--- config.mk ---
export PLATFORM = sky130hd
export DESIGN_NAME = rdw_writeback
export DESIGN_NICKNAME = d
export VERILOG_FILES = /design/src/design/rdw_pkg.sv /design/src/design/rdw_status_if.sv /design/src/design/rdw_status_compose.sv /design/src/design/rdw_writeback.sv
export SDC_FILE = /design/constraint.sdc
export NUM_CORES = 1
export LEC_CHECK = 0
export BUFFER_PORTS_ARGS = -buffer_cell sky130_fd_sc_hd__buf_2
export CORE_MARGIN = 3
export CORE_UTILIZATION = 29
export CTS_CLUSTER_DIAMETER = 100
export DETAILED_ROUTE_END_ITERATION = 7
export SLEW_MARGIN = 25
export SYNTH_ARGS = -nofsm -noshare
export SYNTH_HDL_FRONTEND = slang
export SYNTH_HIERARCHICAL = 1
export SYNTH_SLANG_ARGS = --single-unit
--- constraint.sdc ---
create_clock -name clk -period 2.5 [get_ports clk]
set_input_delay 0.5 -clock clk [delete_from_list [all_inputs] [get_ports clk]]
set_output_delay 0.5 -clock clk [all_outputs]
set_load 0.02 [all_outputs]
--- src/design/rdw_pkg.sv ---
// Purpose: Constants and types for the receive status writeback engine
// Assumes: One clock (clk, 125 MHz), asynchronous active-low reset
// Notes:   Status word layout, frame size limits and engine states
//
// Contract
// - Bits 29:16 carry byte count including CRC
// - Length written only when last and untruncated
// - Bit 15 ORs bits 1,6,7,11,14
// - Overflow without next descriptor sets 14, truncates
// - Truncation flag only with last marker
// - Reserved bit 13 written as zero
// - Bit 12 flags length/type field mismatch
// - Bit 11 flags frame under 64 bytes
// - Runt frames kept only with pass-bad set
// - Bit 10 follows multicast destination
// - Bit 9 set only in first descriptor
// - Empty buffers skipped to find frame start
// - Bit 8 set only in final descriptor
// - Ownership cleared on close; unowned fetch suspends
// - Bit 7 flags oversize frame, no truncation
// - Bit 1 flags CRC or receive error
package rdw_pkg;

  localparam int                BUF_SIZE_W      = 11;
  localparam int                DESC_CNT_W      = 12;
  localparam int                FRAME_CNT_W     = 14;
  localparam int                WORD_W          = 32;

  // Status word field positions
  localparam int                OWN_BIT         = 31;
  localparam int                LEN_HI          = 29;
  localparam int                LEN_LO          = 16;
  localparam int                SUMMARY_BIT     = 15;
  localparam int                TRUNC_BIT       = 14;
  localparam int                RESERVED_BIT    = 13;
  localparam int                LEN_ERR_BIT     = 12;
  localparam int                SHORT_BIT       = 11;
  localparam int                GROUP_BIT       = 10;
  localparam int                FIRST_BIT       = 9;
  localparam int                LAST_BIT        = 8;
  localparam int                OVERSIZE_BIT    = 7;
  localparam int                LATE_COLL_BIT   = 6;
  localparam int                CRC_BIT         = 1;

  // Frame size limits in bytes
  localparam logic [FRAME_CNT_W-1:0] MIN_FRAME_BYTES = 14'h0040;
  localparam logic [FRAME_CNT_W-1:0] MAX_FRAME_BYTES = 14'h05EE;
  localparam logic [FRAME_CNT_W-1:0] MAX_VLAN_BYTES  = 14'h05F2;

  localparam logic [DESC_CNT_W-1:0]  DESC_ZERO       = 12'h000;
  localparam logic [DESC_CNT_W-1:0]  DESC_ONE        = 12'h001;
  localparam logic [FRAME_CNT_W-1:0] FRAME_ZERO      = 14'h0000;
  localparam logic [FRAME_CNT_W-1:0] FRAME_ONE       = 14'h0001;
  localparam logic [WORD_W-1:0]      WORD_ZERO       = 32'h0000_0000;

  typedef enum logic [5:0] {
    ST_IDLE  = 6'h01,
    ST_RECV  = 6'h02,
    ST_FULL  = 6'h04,
    ST_NEXT  = 6'h08,
    ST_DRAIN = 6'h10,
    ST_SUSP  = 6'h20
  } rdw_state_type;

endpackage : rdw_pkg

--- src/design/rdw_status_if.sv ---
// Purpose: Carries closing-descriptor status fields to the word composer
// Assumes: Combinational path, same clock domain
// Notes:   Source fills fields, composer returns the packed word
interface rdw_status_if;
  import rdw_pkg::*;
  logic                   lastBuf;
  logic                   firstBuf;
  logic                   truncErr;
  logic                   crcErr;
  logic                   lateColl;
  logic                   tooLong;
  logic                   shortFrame;
  logic                   lenMismatch;
  logic                   groupAddr;
  logic [FRAME_CNT_W-1:0] byteCount;
  logic [WORD_W-1:0]      word;

  modport source   (output lastBuf, firstBuf, truncErr, crcErr, lateColl, tooLong,
                    shortFrame, lenMismatch, groupAddr, byteCount, input word);
  modport composer (input lastBuf, firstBuf, truncErr, crcErr, lateColl, tooLong,
                    shortFrame, lenMismatch, groupAddr, byteCount, output word);
endinterface : rdw_status_if

--- src/design/rdw_status_compose.sv ---
// Purpose: Packs closing-descriptor status into the writeback word
// Assumes: Fields are valid in the cycle the word is registered
// Notes:   Purely combinational; ownership bit always returned to host
module rdw_status_compose
  import rdw_pkg::*;
(
  rdw_status_if.composer sf
);

  logic truncLast;
  logic summary;

  // Truncation only legal in a closing descriptor
  assign truncLast = sf.truncErr & sf.lastBuf;
  assign summary   = sf.crcErr | sf.lateColl | sf.tooLong | sf.shortFrame | truncLast;

  always_comb begin
    sf.word                = WORD_ZERO;
    sf.word[OWN_BIT]       = 1'b0;
    if (sf.lastBuf && !truncLast) begin
      sf.word[LEN_HI:LEN_LO] = sf.byteCount;
    end
    sf.word[SUMMARY_BIT]   = summary;
    sf.word[TRUNC_BIT]     = truncLast;
    sf.word[RESERVED_BIT]  = 1'b0;
    sf.word[LEN_ERR_BIT]   = sf.lenMismatch;
    sf.word[SHORT_BIT]     = sf.shortFrame;
    sf.word[GROUP_BIT]     = sf.groupAddr;
    sf.word[FIRST_BIT]     = sf.firstBuf;
    sf.word[LAST_BIT]      = sf.lastBuf;
    sf.word[OVERSIZE_BIT]  = sf.tooLong;
    sf.word[LATE_COLL_BIT] = sf.lateColl;
    sf.word[CRC_BIT]       = sf.crcErr;
  end

endmodule : rdw_status_compose

--- src/design/rdw_writeback.sv ---
// Purpose: Receive descriptor tracking and status writeback
// Assumes: MAC path and fetch logic run on clk; no synchronisers needed
// Notes:   frameEnd arrives in a cycle without byteValid; both honoured only with rxReady
// Notes:   Zero-size descriptors go straight back when idle; a dropped runt reuses its descriptor
module rdw_writeback
  import rdw_pkg::*;
(
  input  wire logic                  clk,
  input  wire logic                  arst_n,
  input  wire logic                  descValid,
  input  wire logic                  descOwn,
  input  wire logic [BUF_SIZE_W-1:0] buf1Size,
  input  wire logic [BUF_SIZE_W-1:0] buf2Size,
  input  wire logic                  resume,
  input  wire logic                  byteValid,
  input  wire logic                  rxError,
  input  wire logic                  frameEnd,
  input  wire logic                  crcError,
  input  wire logic                  lateCollision,
  input  wire logic                  lengthMismatch,
  input  wire logic                  groupAddress,
  input  wire logic                  vlanEnable,
  input  wire logic                  passBadFrames,
  output logic                       descReq,
  output logic                       rxReady,
  output logic                       wbValid,
  output logic [WORD_W-1:0]          wbWord,
  output logic                       suspended
);

  rdw_state_type          state, next_state;
  logic [DESC_CNT_W-1:0]  capacity, next_capacity;
  logic [DESC_CNT_W-1:0]  descCount, next_descCount;
  logic [FRAME_CNT_W-1:0] frameCount, next_frameCount;
  logic                   firstHere, next_firstHere;
  logic                   errSeen, next_errSeen;
  logic                   next_wbValid;
  logic                   next_descReq;
  logic                   next_rxReady;
  logic                   next_suspended;
  logic [WORD_W-1:0]      next_wbWord;
  logic [DESC_CNT_W-1:0]  newCapacity;
  logic                   endShort;
  logic                   endLong;
  logic                   endCrc;

  // Status fields to the word composer
  rdw_status_if sf ();

  rdw_status_compose u_compose (
    .sf (sf.composer)
  );

  // Capacity of an offered descriptor; zero-size buffers contribute nothing
  assign newCapacity = {1'b0, buf1Size} + {1'b0, buf2Size};
  assign endShort    = frameCount < MIN_FRAME_BYTES;
  assign endLong     = frameCount > (vlanEnable ? MAX_VLAN_BYTES : MAX_FRAME_BYTES);
  assign endCrc      = crcError | errSeen | rxError;

  // Next-state, counters and closing status
  always_comb begin
    // Defaults: hold everything, no write
    next_state      = state;
    next_capacity   = capacity;
    next_descCount  = descCount;
    next_frameCount = frameCount;
    next_firstHere  = firstHere;
    next_errSeen    = errSeen;
    next_wbValid    = 1'b0;
    // Status flags are set only in a closing cycle; firstBuf (except on a zero-size handback) and byteCount follow the registers
    sf.lastBuf      = 1'b0;
    sf.firstBuf     = firstHere;
    sf.truncErr     = 1'b0;
    sf.crcErr       = 1'b0;
    sf.lateColl     = 1'b0;
    sf.tooLong      = 1'b0;
    sf.shortFrame   = 1'b0;
    sf.lenMismatch  = 1'b0;
    sf.groupAddr    = 1'b0;
    sf.byteCount    = frameCount;
    unique case (state)
      ST_IDLE: begin
        if (descValid) begin
          if (!descOwn) begin
            next_state = ST_SUSP;
          end else if (newCapacity == DESC_ZERO) begin
            // Nothing can start here: hand it back and fetch another
            sf.firstBuf  = 1'b0;
            next_wbValid = 1'b1;
          end else begin
            next_capacity   = newCapacity;
            next_descCount  = DESC_ZERO;
            next_frameCount = FRAME_ZERO;
            next_firstHere  = 1'b1;
            next_errSeen    = 1'b0;
            next_state      = ST_RECV;
          end
        end
      end
      ST_RECV, ST_FULL: begin
        if (rxError) begin
          next_errSeen = 1'b1;
        end
        if (frameEnd) begin
          if (endShort && !passBadFrames) begin
            // Dropped runt: rewind and reuse this descriptor
            next_descCount  = DESC_ZERO;
            next_frameCount = FRAME_ZERO;
            next_firstHere  = 1'b1;
            next_errSeen    = 1'b0;
            next_state      = ST_RECV;
          end else begin
            sf.lastBuf      = 1'b1;
            sf.crcErr       = endCrc;
            sf.lateColl     = lateCollision;
            sf.tooLong      = endLong;
            sf.shortFrame   = endShort;
            sf.lenMismatch  = lengthMismatch;
            sf.groupAddr    = groupAddress;
            next_wbValid    = 1'b1;
            next_state      = ST_IDLE;
          end
        end else if (byteValid) begin
          next_frameCount = frameCount + FRAME_ONE;
          if (state == ST_FULL) begin
            // Overflow byte held until the next descriptor is known
            next_state = ST_NEXT;
          end else begin
            next_descCount = descCount + DESC_ONE;
            if (descCount + DESC_ONE == capacity) begin
              next_state = ST_FULL;
            end
          end
        end
      end
      ST_NEXT: begin
        // Bytes are not taken while the fetch is out; only receive errors are recorded
        if (rxError) begin
          next_errSeen = 1'b1;
        end
        if (descValid) begin
          if (descOwn && newCapacity != DESC_ZERO) begin
            next_wbValid   = 1'b1;
            next_capacity  = newCapacity;
            next_descCount = DESC_ONE;
            next_firstHere = 1'b0;
            next_state     = (newCapacity == DESC_ONE) ? ST_FULL : ST_RECV;
          end else begin
            // No room left: close as truncated last descriptor
            sf.lastBuf   = 1'b1;
            sf.truncErr  = 1'b1;
            sf.crcErr    = endCrc;
            sf.groupAddr = groupAddress;
            next_wbValid = 1'b1;
            next_state   = ST_DRAIN;
          end
        end
      end
      ST_DRAIN: begin
        // Remaining bytes discarded until the frame ends
        if (frameEnd) begin
          next_state = ST_SUSP;
        end
      end
      ST_SUSP: begin
        // Only a resume from outside restarts fetching
        if (resume) begin
          next_state = ST_IDLE;
        end
      end
    endcase
  end

  // State group registers
  always_ff @(posedge clk or negedge arst_n) begin
    if (!arst_n) begin
      state      <= ST_IDLE;
      capacity   <= DESC_ZERO;
      descCount  <= DESC_ZERO;
      frameCount <= FRAME_ZERO;
      firstHere  <= 1'b0;
      errSeen    <= 1'b0;
    end else begin
      state      <= next_state;
      capacity   <= next_capacity;
      descCount  <= next_descCount;
      frameCount <= next_frameCount;
      firstHere  <= next_firstHere;
      errSeen    <= next_errSeen;
    end
  end

  // Output next values; strobes decoded from the next state, word loaded on a write, so every output is a plain flop
  always_comb begin
    next_wbWord    = wbWord;
    if (next_wbValid) begin
      // Word taken whole so ownership and status reach the host together
      next_wbWord = sf.word;
    end
    next_descReq   = (next_state == ST_IDLE) || (next_state == ST_NEXT);
    next_rxReady   = (next_state == ST_RECV) || (next_state == ST_FULL) || (next_state == ST_DRAIN);
    next_suspended = (next_state == ST_SUSP);
  end

  // Output registers; the word holds between writes for the host to read
  always_ff @(posedge clk or negedge arst_n) begin
    if (!arst_n) begin
      wbValid   <= 1'b0;
      wbWord    <= WORD_ZERO;
      descReq   <= 1'b0;
      rxReady   <= 1'b0;
      suspended <= 1'b0;
    end else begin
      wbValid   <= next_wbValid;
      wbWord    <= next_wbWord;
      descReq   <= next_descReq;
      rxReady   <= next_rxReady;
      suspended <= next_suspended;
    end
  end

endmodule : rdw_writeback

==> results by group <==
Outcome
  – Status: finished with violations
  – Violated checks: setup timing

Drt
  – Number of vias per cell: about 5
  – DRC viols: 0
  – Post-route ant nets: 0
  – Vias after detailed routing: around 5,000
  – Routed wire length per instance: 15.5 um
  – Number of DRC markers in iteration 0: roughly 240
  – DRT Pass-1 Iters: 4
  – WL final: around 15,000 um

Power and ir drop
  – Gate power share: 0.471
  – Worst VDD drop: about 0.32 mV
  – Leakage: 3.87 nW
  – Total internal power: ~3.8 mW
  – Switching power: around 2.3 mW
  – Clock power share: 0.218
  – Sw frac: 0.375
  – PD cells: between 700 and 800 nW/um^2
  – Seq pwr share: 0.312

Min path
  – Hold Crit Class: in2async

Synth
  – Synth Register Bits: a little over 80
  – Number of synthesized flops with an enable pin: 0
  – Post-synth design cell area: 5550 sq um
  – Post-synthesis sequential area ratio: 0.370
  – Top_reg_cell synth: dfrtp_1
  – Count of cell types in the netlist: 76
  – Avg Cell Area, Syn: ~9.5 sq um
  – Yosys warning count: 6
  – Asr flop ratio synth: 1.00
  – Post-Syn Instances: around 590

Timing
  – Clock Skews: between 0.007 and 0.008 ns
  – RSZ-0062 raised after global routing: yes
  – Tcrit/Tclk final: 1.21
  – WHS: 0.0981 ns
  – Max Slew Vio Count: 0
  – Final number of hold-violating endpoints: 0
  – Minimum clock period: slightly above 3 ns
  – Max_slew headroom: 0.597
  – Worst-Margin Slew: approximately 0.60 ns
  – Final WS setup: -0.517 ns
  – Setup TNS: -30.46 ns
  – Max Fclk: ~0.33 GHz
  – Endpoints failing setup: 80

Clocking
  – Worst-path clk slew: 0.07 ns
  – Clk buf depth: 2
  – Clk sinks: 82
  – Cts hold-fix bufs: 0
  – CTS root buf: clkbuf_16
  – H-tree level count: 3
  – Worst-Skew Late Latency: between 0.3 and 0.4 ns
  – CTS buffer count: 9
  – CTS tree: built

Finish
  – Nets@finish: 820
  – Area Overhead vs Synth: 42.8%
  – Layout cell share with drive strength beyond 1: 0.479
  – Ant diodes: 0
  – Final instance area: slightly below 8000 sq um
  – FILL cells: roughly 1,800

Critical path
  – Startpoint types: input port
  – CP Capture Type: flop
  – Max FO, Critical Path: 7
  – CP Data Required Time: 2.74 ns
  – Crit path DAT: around 3.3 ns
  – Crit Path Class: in2reg

Placement
  – DP Wirelength: around 11,000 um
  – RePlAce Congestion: roughly 0.85
  – Number of port buffers: approximately 70
  – Place WS: -0.981 ns
  – Post-DP Area: between 6000 and 7000 sq um

Global route
  – Gr usage total: 0.146
  – Vias in the first global route: a little under 5,000
  – Total global routing overflow: 0
  – Largest net degree at the start of global routing: 39
  – Initial antenna violation count: 0
  – First-pass GRT wire length: about 25,000 um

Floorplan
  – Core ar.: ~18,000 sq um
  – Num ports: 72
  – Die ar.: 20,800 sq um
  – Initial Utilization: 0.302
  – Height of the die: around 140 um
  – Die Wd: around 140 um
  – Rows: 49

Run
  – Maxcap violations: 0
[worst paths after layout]
kind / start / to / slack, ns / cells after the start
min: arst_n / wbWord[13] / 0.1 / 1
max reg2reg: descCount[0] / rxReady / -0.26 / 11
max: buf1Size[8] / wbWord[29] / -0.52 / 12
min in group clk: lengthMismatch / wbWord[12] / 0.49 / 3
max in group asynchronous: arst_n / state[0] / 1.78 / 2
min reg2reg: descCount[11] / descCount[11] / 0.50 / 1
[cell type report]
cell class,count,area (sq um),area share
Sequential cell,82,2050,0.259
Tap cell,229,287,0.0362
Clock inverter,7,67.6,0.00853
Multi-Input combinational cell,444,3610,0.456
Clock buffer,9,225,0.0284
Timing Repair Buffer,209,1600,0.202
Inverter,20,75.1,0.00948
[placed cells by master, fill, tap and decap left out, types with 10 or more instances in the layout]
cell type / netlist / routed
a21oi_1: 22 / 18
and2_1: 14 / 13
and2_2: 12 / 10
buf_2: 11 / 67
buf_4: 18 / 109
buf_6: 6 / 25
clkbuf_16: 0 / 11
dfrtp_1: 81 / 81
ha_1: 17 / 13
inv_1: 19 / 15
mux2_4: 29 / 35
nand2_1: 41 / 30
nand3_1: 24 / 22
nor2_1: 48 / 41
o21ai_0: 37 / 10
o21ai_1: 8 / 20
o21ai_2: 1 / 15
xnor2_1: 14 / 13
[power groups by stage]
stage	registers (mW)	clock network, mW	logic (mW)
finish	1.91	1.33	2.88
global route	1.95	1.44	3.15
CTS	1.90	1.37	2.68
detailed placement	1.92	0	2.40
global placement	1.90	0	2.36
floorplan	2.01	0	1.44
[worst max-delay path: stages]
cell and delay [ns]:
buf_2 0.10, ha_1 0.38, and3b_1 0.24, a211oi_4 0.27, o311ai_4 0.16, a2111oi_4 0.46
nand4_2 0.21, nor2_4 0.17, nand2_2 0.07, and3_4 0.22, clkbuf_16 0.18, mux2_4 0.29
[synthesized netlist by cell type, types with 3 or more instances]
| cell type | count | area, sq um |
|---|---|---|
| mux2_4 | 29 | 435 |
| and3_1 | 7 | 43.8 |
| nand4_1 | 3 | 18.8 |
| o41ai_1 | 6 | 52.6 |
| nor2b_1 | 9 | 56.3 |
| o221ai_1 | 3 | 26.3 |
| or4_1 | 5 | 37.5 |
| buf_2 | 11 | 55.1 |
| a21o_1 | 5 | 37.5 |
| o211ai_1 | 3 | 22.5 |
| nand2b_1 | 6 | 37.5 |
| and2_1 | 14 | 87.6 |
| nand3_1 | 24 | 120 |
| or3_1 | 6 | 37.5 |
| nor4_1 | 4 | 25.0 |
| o31ai_1 | 11 | 82.6 |
| a211oi_1 | 3 | 22.5 |
| and2_2 | 12 | 90.1 |
| xnor2_1 | 14 | 123 |
| nand2_1 | 41 | 154 |
| inv_1 | 19 | 71.3 |
| buf_6 | 6 | 67.6 |
| o21ai_1 | 8 | 40.0 |
| nor2_1 | 48 | 180 |
| a41o_1 | 3 | 30.0 |
| nor3b_1 | 3 | 22.5 |
| o21a_1 | 3 | 22.5 |
| or2_2 | 5 | 31.3 |
| clkbuf_1 | 14 | 52.6 |
| nor3_1 | 10 | 50.1 |
| mux2_1 | 3 | 33.8 |
| a31oi_1 | 7 | 43.8 |
| mux2i_1 | 5 | 50.1 |
| dfrtp_1 | 81 | 2030 |
| o21ai_0 | 37 | 185 |
| buf_4 | 18 | 135 |
| ha_1 | 17 | 213 |
| a21oi_1 | 22 | 110 |
| mux2_2 | 7 | 78.8 |
| xor2_1 | 8 | 70.1 |
| a2111oi_0 | 3 | 26.3 |
[routing by layer]
layer,GRT usage,wire length (um),vias to the layer above
li1,-,-,2473
met1,0.191,7120,2406
met2,0.244,7520,124
met3,0.0327,683,15
met4,0.0407,165,0
met5,0,0,-
[sequential cells by signal, indices dropped and copies added, names as in the netlist]
signal / count
wbWord: 32
frameCount: 14
capacity: 12
descCount: 12
state: 6
descReq: 1
errSeen: 1
firstHere: 1
rxReady: 1
suspended: 1
wbValid: 1
[stage by stage]
step	cells	power [mW]	utilization
2_1_floorplan	594	3.45	-
3_3_place_gp	962	4.26	0.376
3_5_place_dp	962	4.31	0.376
4_1_cts	994	5.95	0.414
5_1_grt	1000	6.54	0.431
6_report	1000	6.12	0.431
[kinds of logic (layout without fill, tap and decap cells)]
group | Yosys count | after routing | synth area share
and+or+nand+nor | 208 | 209 | 0.198
adders and majority gates | 18 | 18 | 0.0419
DFF | 82 | 82 | 0.370
xor gates and xnor gates | 22 | 22 | 0.0347
other | 1 | 8 | 0.000676
AOI/OAI and AO/OA | 143 | 143 | 0.177
buffers and inverters | 69 | 245 | 0.0694
muxes | 44 | 44 | 0.108
[timing repair]
| item | 4_1_cts | 5_1_grt |
|---|---|---|
| setup buffers | 14 | 6 |
| resized for setup | 77 | 57 |
| cloned | 2 | 2 |
| endpoints found under the setup margin | 81 | 81 |
| pin swaps | 28 | 8 |
Note: power is estimated with default switching activity, not from simulation.
